**config.mk**
```make
export PLATFORM = sky130hd
export DESIGN_NAME = upstream_burst_reconfig_power
export DESIGN_NICKNAME = d
export VERILOG_FILES = /design/src/logic/burst_reconfig_pkg.sv /design/src/logic/symbol_tick_gen.sv /design/src/logic/power_step_quant.sv /design/src/logic/upstream_burst_reconfig_power.sv
export SDC_FILE = /design/constraint.sdc
export NUM_CORES = 1
export LEC_CHECK = 0
export BUFFER_PORTS_ARGS = -buffer_cell sky130_fd_sc_hd__buf_2
export CORE_ASPECT_RATIO = 0.9
export CORE_MARGIN = 2
export CORE_UTILIZATION = 49
export CTS_BUF_LIST = sky130_fd_sc_hd__clkbuf_2 sky130_fd_sc_hd__clkbuf_4 sky130_fd_sc_hd__clkbuf_8
export DETAILED_ROUTE_END_ITERATION = 16
export PLACE_DENSITY = 0.79
export SLEW_MARGIN = 20
export SYNTH_ARGS = -nofsm -noshare
export SYNTH_HDL_FRONTEND = slang
export SYNTH_SLANG_ARGS = --single-unit
```
**constraint.sdc**
```tcl
create_clock -name clk_in -period 10.4 [get_ports clk_in]
set_input_delay 0.52 -clock clk_in [delete_from_list [all_inputs] [get_ports clk_in]]
set_output_delay 0.52 -clock clk_in [all_outputs]
set_load 0.1 [all_outputs]
```
**src/logic/burst_reconfig_pkg.sv**
```systemverilog
// constants shared by the burst reconfiguration logic
package burst_reconfig_pkg;
    localparam int CLK_NS = 100;
    localparam logic [13:0] CLK_KHZ = 14'h2710;
    localparam logic [11:0] RATE_BASE_KSYM = 12'h0a0;
    localparam logic [15:0] GAP_MIN_SYM = 16'h0060;
    localparam logic [26:0] PWR_SMALL_NS = 27'h0001388;
    localparam logic [26:0] PWR_BIG_NS = 27'h0002710;
    localparam logic [26:0] CHAN_NS = 27'h5f5e100;
    localparam logic [23:0] PWR_SMALL_CYC = 24'((int'(PWR_SMALL_NS) + CLK_NS - 1) / CLK_NS);
    localparam logic [23:0] PWR_BIG_CYC = 24'((int'(PWR_BIG_NS) + CLK_NS - 1) / CLK_NS);
    localparam int CHAN_SETTLE_CYC = int'(CHAN_NS) / CLK_NS;
    localparam logic [19:0] NS_PER_MS = 20'hf4240;
    localparam logic [5:0] PWR_MIN_DBMV = 6'h08;
    localparam logic [5:0] PWR_MAX_QAM16_DBMV = 6'h37;
    localparam logic [5:0] PWR_MAX_QPSK_DBMV = 6'h3a;
    localparam logic [5:0] PWR_RESET_DBMV = 6'h08;
    localparam logic [2:0] RATE_RESET = 3'h0;
    localparam logic [7:0] RAMP_SYM_DEFAULT = 8'h0a;
    typedef enum logic [3:0] {
        S_IDLE = 4'b0001,
        S_RAMP = 4'b0010,
        S_APPLY = 4'b0100,
        S_SETTLE = 4'b1000
    } state_t;
endpackage

```
**src/logic/symbol_tick_gen.sv**
```systemverilog
// symbol-rate enable pulse from the 10 MHz clock by fractional division
`timescale 1ns/1ps
`default_nettype none
module symbol_tick_gen
    import burst_reconfig_pkg::*;
(
    input wire logic clk_in,
    input wire logic rstn_in,
    input wire logic [2:0] rate_code_in,
    output logic tick_out
);
    logic [13:0] acc;
    logic [13:0] next_acc;
    logic next_tick;
    logic [13:0] sum;

    always_comb begin
        sum = acc + 14'(RATE_BASE_KSYM << rate_code_in);
        next_tick = (sum >= CLK_KHZ);
        next_acc = next_tick ? 14'(sum - CLK_KHZ) : sum;
    end

    always_ff @(posedge clk_in or negedge rstn_in) begin
        if (!rstn_in) begin
            acc <= 14'h0000;
            tick_out <= 1'b0;
        end else begin
            acc <= next_acc;
            tick_out <= next_tick;
        end
    end
endmodule
`default_nettype wire

```
**src/logic/power_step_quant.sv**
```systemverilog
// rounds a quarter-dB power step to whole dB, ties toward zero
`timescale 1ns/1ps
`default_nettype none
module power_step_quant (
    input wire logic signed [7:0] step_qdb_in,
    output logic signed [6:0] step_db_out
);
    logic [8:0] mag;
    logic [6:0] whole;

    always_comb begin
        mag = step_qdb_in[7] ? 9'(-{step_qdb_in[7], step_qdb_in}) : {1'b0, step_qdb_in};
        // 1 db resolution; above half rounds up, exact half rounds down
        whole = 7'(mag[8:2]) + ((mag[1:0] == 2'h3) ? 7'h01 : 7'h00);
        step_db_out = step_qdb_in[7] ? -$signed(whole) : $signed(whole);
    end
endmodule
`default_nettype wire

```
**src/logic/upstream_burst_reconfig_power.sv**
```systemverilog
// inter-burst reconfiguration sequencer for the upstream transmitter
`timescale 1ns/1ps
`default_nettype none
// What this block does
// - symbol rate, offset frequency or ranging offset changes go ahead when the gap is 96 symbols.
// - modulation changes go ahead when the gap between bursts is at least 96 symbols.
// - any change is held back until the scheduler grants a long enough gap.
// - settings switch only after the old burst has ramped down and before the next ramps up.
// - modulation switches in that same quiet window, pre-equalizer ignored.
// - a channel change needs 96 symbols plus 100 ms and settles within 100 ms.
// - a power change of 1 dB or less needs 96 symbols plus 5 us.
// - a power change above 1 dB needs 96 symbols plus 10 us.
// - power spans 8 dBmV to 55 (16qam) or 58 (qpsk) dBmV in 1 dB steps.
// - power step resolution is 1 dB.
// - finer power steps round to the nearest whole dB.
// - an exact half step rounds to the smaller step.
// - power stays constant throughout a burst.
// - a negative ranging adjustment lowers the ranging offset.
// - profile switches with no parameter change need no gap.
module upstream_burst_reconfig_power
    import burst_reconfig_pkg::*;
#(
    parameter int CHAN_SETTLE_CYCLES = CHAN_SETTLE_CYC,
    parameter logic [7:0] RAMP_SYMBOLS = RAMP_SYM_DEFAULT
) (
    input wire logic clk_in,
    input wire logic rstn_in,
    input wire logic burst_end_in,
    input wire logic [15:0] gap_sym_in,
    input wire logic [2:0] next_rate_in,
    input wire logic signed [15:0] next_offset_freq_in,
    input wire logic signed [15:0] rng_adj_in,
    input wire logic next_qam16_in,
    input wire logic [31:0] next_chan_in,
    input wire logic signed [7:0] pwr_step_qdb_in,
    output logic [2:0] rate_out,
    output logic signed [15:0] offset_freq_out,
    output logic [15:0] rng_offset_out,
    output logic qam16_out,
    output logic [31:0] chan_out,
    output logic [5:0] power_out,
    output logic apply_out,
    output logic busy_out,
    output logic deferred_out
);
    // ------------------------------------------------------------
    // change detection and gap check
    // ------------------------------------------------------------
    state_t state;
    state_t next_state;
    logic sym_tick;
    logic signed [6:0] step_db;
    logic [11:0] rate_k;
    logic [5:0] pwr_max;
    logic signed [8:0] pwr_sum;
    logic [5:0] pwr_target;
    logic [5:0] pwr_delta;
    logic chg_rate, chg_off, chg_rng, chg_mod, chg_chan, chg_pwr, chg_any;
    logic [26:0] allow_ns;
    logic [23:0] allow_cyc;
    logic [47:0] gap_ns_room;
    logic [47:0] need_ns_room;
    logic gap_ok;

    symbol_tick_gen u_tick (
        .clk_in(clk_in),
        .rstn_in(rstn_in),
        .rate_code_in(rate_out),
        .tick_out(sym_tick)
    );

    power_step_quant u_quant (
        .step_qdb_in(pwr_step_qdb_in),
        .step_db_out(step_db)
    );

    always_comb begin
        rate_k = 12'(RATE_BASE_KSYM << rate_out);
        pwr_max = next_qam16_in ? PWR_MAX_QAM16_DBMV : PWR_MAX_QPSK_DBMV;
        pwr_sum = $signed({3'b000, power_out}) + 9'(step_db);
        if (pwr_sum < $signed({3'b000, PWR_MIN_DBMV})) begin
            pwr_target = PWR_MIN_DBMV;
        end else if (pwr_sum > $signed({3'b000, pwr_max})) begin
            pwr_target = pwr_max;
        end else begin
            pwr_target = pwr_sum[5:0];
        end
        pwr_delta = (pwr_target > power_out) ? pwr_target - power_out : power_out - pwr_target;
        chg_rate = next_rate_in != rate_out;
        chg_off = next_offset_freq_in != offset_freq_out;
        chg_rng = rng_adj_in != 16'sh0000;
        chg_mod = next_qam16_in != qam16_out;
        chg_chan = next_chan_in != chan_out;
        chg_pwr = pwr_target != power_out;
        chg_any = chg_rate | chg_off | chg_rng | chg_mod | chg_chan | chg_pwr;
        // largest fixed allowance of all parameters changing
        if (chg_chan) begin
            allow_ns = CHAN_NS;
            allow_cyc = 24'(CHAN_SETTLE_CYCLES);
        end else if (chg_pwr && pwr_delta > 6'h01) begin
            allow_ns = PWR_BIG_NS;
            allow_cyc = PWR_BIG_CYC;
        end else if (chg_pwr) begin
            allow_ns = PWR_SMALL_NS;
            allow_cyc = PWR_SMALL_CYC;
        end else begin
            allow_ns = 27'h0000000;
            allow_cyc = 24'h000000;
        end
        // scheduler guard already covers negative ranging moves
        gap_ns_room = 48'(gap_sym_in - GAP_MIN_SYM) * 48'(NS_PER_MS);
        need_ns_room = 48'(allow_ns) * 48'(rate_k);
        gap_ok = (gap_sym_in >= GAP_MIN_SYM) && (gap_ns_room >= need_ns_room);
    end

    // ------------------------------------------------------------
    // staged settings and sequencer
    // ------------------------------------------------------------
    logic [2:0] stg_rate, next_stg_rate;
    logic signed [15:0] stg_off, next_stg_off;
    logic signed [15:0] stg_adj, next_stg_adj;
    logic stg_mod, next_stg_mod;
    logic [31:0] stg_chan, next_stg_chan;
    logic [5:0] stg_pwr, next_stg_pwr;
    logic [23:0] stg_cyc, next_stg_cyc;
    logic [7:0] ramp_cnt, next_ramp_cnt;
    logic [23:0] settle_cnt, next_settle_cnt;
    logic [2:0] next_rate;
    logic signed [15:0] next_offset_freq;
    logic [15:0] next_rng_offset;
    logic next_qam16;
    logic [31:0] next_chan;
    logic [5:0] next_power;
    logic next_apply, next_busy, next_deferred;
    logic signed [17:0] rng_sum;

    always_comb begin
        next_state = state;
        next_stg_rate = stg_rate;
        next_stg_off = stg_off;
        next_stg_adj = stg_adj;
        next_stg_mod = stg_mod;
        next_stg_chan = stg_chan;
        next_stg_pwr = stg_pwr;
        next_stg_cyc = stg_cyc;
        next_ramp_cnt = ramp_cnt;
        next_settle_cnt = settle_cnt;
        next_rate = rate_out;
        next_offset_freq = offset_freq_out;
        next_rng_offset = rng_offset_out;
        next_qam16 = qam16_out;
        next_chan = chan_out;
        next_power = power_out;
        next_apply = 1'b0;
        next_deferred = deferred_out;
        rng_sum = 18'($signed({2'b00, rng_offset_out})) + 18'(stg_adj);
        case (state)
            S_IDLE: begin
                if (burst_end_in && chg_any) begin
                    if (gap_ok) begin
                        next_state = S_RAMP;
                        next_deferred = 1'b0;
                        next_stg_rate = next_rate_in;
                        next_stg_off = next_offset_freq_in;
                        next_stg_adj = rng_adj_in;
                        next_stg_mod = next_qam16_in;
                        next_stg_chan = next_chan_in;
                        next_stg_pwr = pwr_target;
                        next_stg_cyc = allow_cyc;
                        next_ramp_cnt = RAMP_SYMBOLS;
                    end else begin
                        next_deferred = 1'b1;
                    end
                end else if (burst_end_in) begin
                    next_deferred = 1'b0;
                end
            end
            S_RAMP: begin
                // wait out the old burst's tail at its own rate
                if (ramp_cnt == 8'h00) begin
                    next_state = S_APPLY;
                end else if (sym_tick) begin
                    next_ramp_cnt = ramp_cnt - 8'h01;
                end
            end
            S_APPLY: begin
                next_rate = stg_rate;
                next_offset_freq = stg_off;
                next_qam16 = stg_mod;
                next_chan = stg_chan;
                next_power = stg_pwr;
                if (rng_sum < 18'sh00000) begin
                    next_rng_offset = 16'h0000;
                end else if (rng_sum > 18'sh0ffff) begin
                    next_rng_offset = 16'hffff;
                end else begin
                    next_rng_offset = rng_sum[15:0];
                end
                next_apply = 1'b1;
                next_settle_cnt = stg_cyc;
                next_state = S_SETTLE;
            end
            S_SETTLE: begin
                if (settle_cnt == 24'h000000) begin
                    next_state = S_IDLE;
                end else begin
                    next_settle_cnt = settle_cnt - 24'h000001;
                end
            end
            default: begin
                next_state = S_IDLE;
            end
        endcase
        next_busy = next_state != S_IDLE;
    end

    always_ff @(posedge clk_in or negedge rstn_in) begin
        if (!rstn_in) begin
            state <= S_IDLE;
            stg_rate <= RATE_RESET;
            stg_off <= 16'sh0000;
            stg_adj <= 16'sh0000;
            stg_mod <= 1'b0;
            stg_chan <= 32'h00000000;
            stg_pwr <= PWR_RESET_DBMV;
            stg_cyc <= 24'h000000;
            ramp_cnt <= 8'h00;
            settle_cnt <= 24'h000000;
            rate_out <= RATE_RESET;
            offset_freq_out <= 16'sh0000;
            rng_offset_out <= 16'h0000;
            qam16_out <= 1'b0;
            chan_out <= 32'h00000000;
            power_out <= PWR_RESET_DBMV;
            apply_out <= 1'b0;
            busy_out <= 1'b0;
            deferred_out <= 1'b0;
        end else begin
            state <= next_state;
            stg_rate <= next_stg_rate;
            stg_off <= next_stg_off;
            stg_adj <= next_stg_adj;
            stg_mod <= next_stg_mod;
            stg_chan <= next_stg_chan;
            stg_pwr <= next_stg_pwr;
            stg_cyc <= next_stg_cyc;
            ramp_cnt <= next_ramp_cnt;
            settle_cnt <= next_settle_cnt;
            rate_out <= next_rate;
            offset_freq_out <= next_offset_freq;
            rng_offset_out <= next_rng_offset;
            qam16_out <= next_qam16;
            chan_out <= next_chan;
            power_out <= next_power;
            apply_out <= next_apply;
            busy_out <= next_busy;
            deferred_out <= next_deferred;
        end
    end
endmodule
`default_nettype wire

```
==> metrics.md <==
| Metric | Value |
|---|---|
| Synth Flop Type | dfrtp_1 |
| Total power | 5.37 mW |
| Pwr Density | 212 mW/mm² |
| IO Port Bufs | 171 |
| Period Utilization, post-route | 119% |
| Final setup violation count | 91 |
| Layout area overhead | 22.3% |
| ANT nets after route | 0 |
| Initial Utilization | 49.6% |
| Max Clock Freq | 80.8 MHz |
| Die area | 0.0438 mm² |
| Initial antenna violation count | 2 |
| Worst r2r path cells | 47 |
| Worst reg-to-reg setup slack | -1000 ps |
| Largest area contributor in the netlist | dfrtp_1 |
| Post-Syn Area per Cell | 9.78 µm² |
| Clock Tree Buf Depth | 3 |
| Seq/Total Area, Yosys | 24.6% |
| Hpwl dp | 39300 µm |
| Hold Vio Cnt, Final | 0 |
| Synth top cells by count | inv_1 (306), ha_1 (281), dfrtp_1 (200) |
| Crit Path Class | input pin to register |
| Pleak | 13.1 nW |
| Critical path origin | pwr_step_qdb_in[0] |
| GR Overflow Total | 0 |
| Min setup slack post-route | -1970 ps |
| CP startpoint kind | input pin |
| Largest net degree at the start of global routing | 86 |
| RD Place Congestion | 0.957 |
| Max Clock Skew | 42.0 ps |
| Initial drt markers | 968 |
| Post-synth EDFFs | 0 |
| Crit path max fanout | 8 |
| Maximum vdd ir drop | 0.302 mV |
| Total track usage | 23.1% |
| Max-slew violation count | 0 |
| Reg-to-reg endpoint | stg_chan[8]$_DFFE_PN0P_ |
| Clk_lat worst skew | 540 ps |
| CTS H-tree lvls | 2 |
| DRC | 0 |
| Worst-path clk slew | 60 ps |
| Clock Sinks | 203 |
| IO Pins | 172 |
| Fin cells | 3062 |
| Core box area | 0.0417 mm² |
| Worst Path Required | 10800 ps |
| Site row count | 71 |
| Die H | 199 µm |
| Worst rel slew slack | 41.3% |
| TritonCTS clock tree | done |
| Crit path time final | 12370 ps |
| Layout cell share with drive strength beyond 1 | 27.7% |
| RSZ-0062 raised after global routing | yes |
| Yosys top cell area share | 24.2% |
| First-pass GRT wire length | 83100 µm |
| Min Hold Slack | 42.8 ps |
| Nets | 3011 |
| Vias in the first global route | 17.4k |
| Dpl cells | 2968 |
| Drt pass-1 iters | 6 |
| Post-synth ARST share | 100% |
| Net Count, Synth | 2637 |
| Outcome | finished with violations |
| Post-CTS Hold Fix Bufs | 0 |
| TritonCTS Buffers | 34 |
| Most frequent cell after synthesis | inv_1 |
| Worst r2r src | power_out[1]$_DFFE_PN0P_ |
| Die Wd | 220 µm |
| Crit path arrival time | 12780 ps |
| Post-synth cell types | 86 |
| Worst slew pin tran | 872 ps |
| Hold WC Path Type | input pin to asynchronous set/reset pin |
| Violated checks | negative setup slack |
| Max stage delay cell, worst path | fa_1 |
| Syn Inst Count | 2114 |
| Drt wl/cell | 16.6 µm |
| Worst setup EP type | register |
| Max_cap viols | 0 |
| Clock root cell | clkbuf_8 |
| Cells taking the most area after synthesis | dfrtp_1 (24%), ha_1 (17%), fa_1 (14%) |
| Mapped cell area | 0.0207 mm² |
| WL final | 50700 µm |
| Max stage delay on crit path | 590 ps |
| Crit path top cell by count | ha_4 |
| Vias/cell | 5.50 |
| Routed vias | 16.9k |
| CP Capture Point | stg_chan[8]$_DFFE_PN0P_ |
| Yosys warnings | 0 |
| Post-synthesis register bit count | 203 |
| Post-layout util | 60.7% |
[through the flow]
| step | setup TNS (ps) | worst slack, ps | instance area [µm²] |
|---|---|---|---|
| floorplan | -133950 | -1560 | 21100 |
| global placement | -201150 | -2250 | 23800 |
| detailed placement | -269680 | -3040 | 23800 |
| CTS | -157210 | -1850 | 25000 |
| global route | -213200 | -2440 | 25300 |
| finish | -168160 | -1970 | 25300 |
[critical path, delay by kind of cell]
kind / cells / cell delay, ps
xor+xnor: 3 / 460
fa+ha+maj: 14 / 4380
compound gates: 25 / 4560
mux: 2 / 630
buf+inv: 9 / 870
simple gates: 7 / 1350
[metal layers]
metal  up-vias  share of wire (%)  track usage [%]
li1       8001                  -                -
met1      8252                 43             30.0
met2       488                 48             38.5
met3       109                6.1             4.65
met4         0                2.8             7.46
met5         -                  0                0
[state kept, by name, indices dropped and copies added (netlist names), 3 cells and up]
| name | flops |
|---|---|
| chan_out | 32 |
| stg_chan | 32 |
| settle_cnt | 24 |
| offset_freq_out | 16 |
| rng_offset_out | 16 |
| stg_adj | 16 |
| stg_off | 16 |
| u_tick.acc | 10 |
| ramp_cnt | 8 |
| power_out | 6 |
| stg_pwr | 6 |
| stg_cyc | 5 |
| state | 4 |
| rate_out | 3 |
| stg_rate | 3 |
[area by class of cell]
cell class                 instances  area [µm²]
clock buffer                      52         653
antenna                            1        2.50
tap                              547         684
multi-input combinational       1572       15000
sequential                       203        5080
timing repair buffer             371        2550
clock inverter                    10        95.1
inverter                         306        1190
fill                            3168       16400
[where the power goes]
| group | internal, mW | switching, mW | total (mW) |
|---|---|---|---|
| Clock | 0.432 | 0.331 | 0.763 |
| Sequential | 0.959 | 0.101 | 1.06 |
| Combinational | 1.69 | 1.86 | 3.55 |
| Total | 3.08 | 2.29 | 5.37 |
[cells by family after synthesis]
group	synth area share [%]
xor gates and xnor gates	7.45
muxes	7.55
AOI/OAI and AO/OA	11.5
DFF	24.6
and+or+nand+nor	11.3
adders and majority gates	31.2
buffers and inverters	6.33
[timing repair]
action	4_1_cts	5_1_grt
gates resized for setup	35	42
setup endpoints to repair	91	91
buffers inserted	15	15
gates cloned	5	1
pin swaps	22	26
[worst min path at each step]
stage / end / cells past startpoint / start
after CTS: qam16_out$_DFFE_PN0P_ / 1 / rstn_in
after global routing: stg_adj[12]$_DFFE_PN0P_ / 1 / rstn_in
final: apply_out$_DFF_PN0_ / 1 / rstn_in
after global placement: power_out[4]$_DFFE_PN0P_ / 2 / stg_pwr[4]$_DFFE_PN0P_
after floorplan: apply_out$_DFF_PN0_ / 0 / rstn_in
after detailed placement: power_out[4]$_DFFE_PN0P_ / 2 / stg_pwr[4]$_DFFE_PN0P_
[cell usage in the layout, fill, tap and decap left out, types with 25 or more instances in the layout]
cell / n
a21oi_1: 91
clkbuf_8: 43
nor2_1: 116
xor2_1: 65
nor3_1: 40
mux2_2: 122
buf_4: 186
nand2_1: 103
o21ai_0: 78
nand4_1: 26
buf_2: 168
ha_1: 261
inv_1: 298
o21a_1: 25
xnor2_1: 106
fa_1: 144
dfrtp_1: 200
a21o_1: 38
Power figures use the tool's default switching activity.
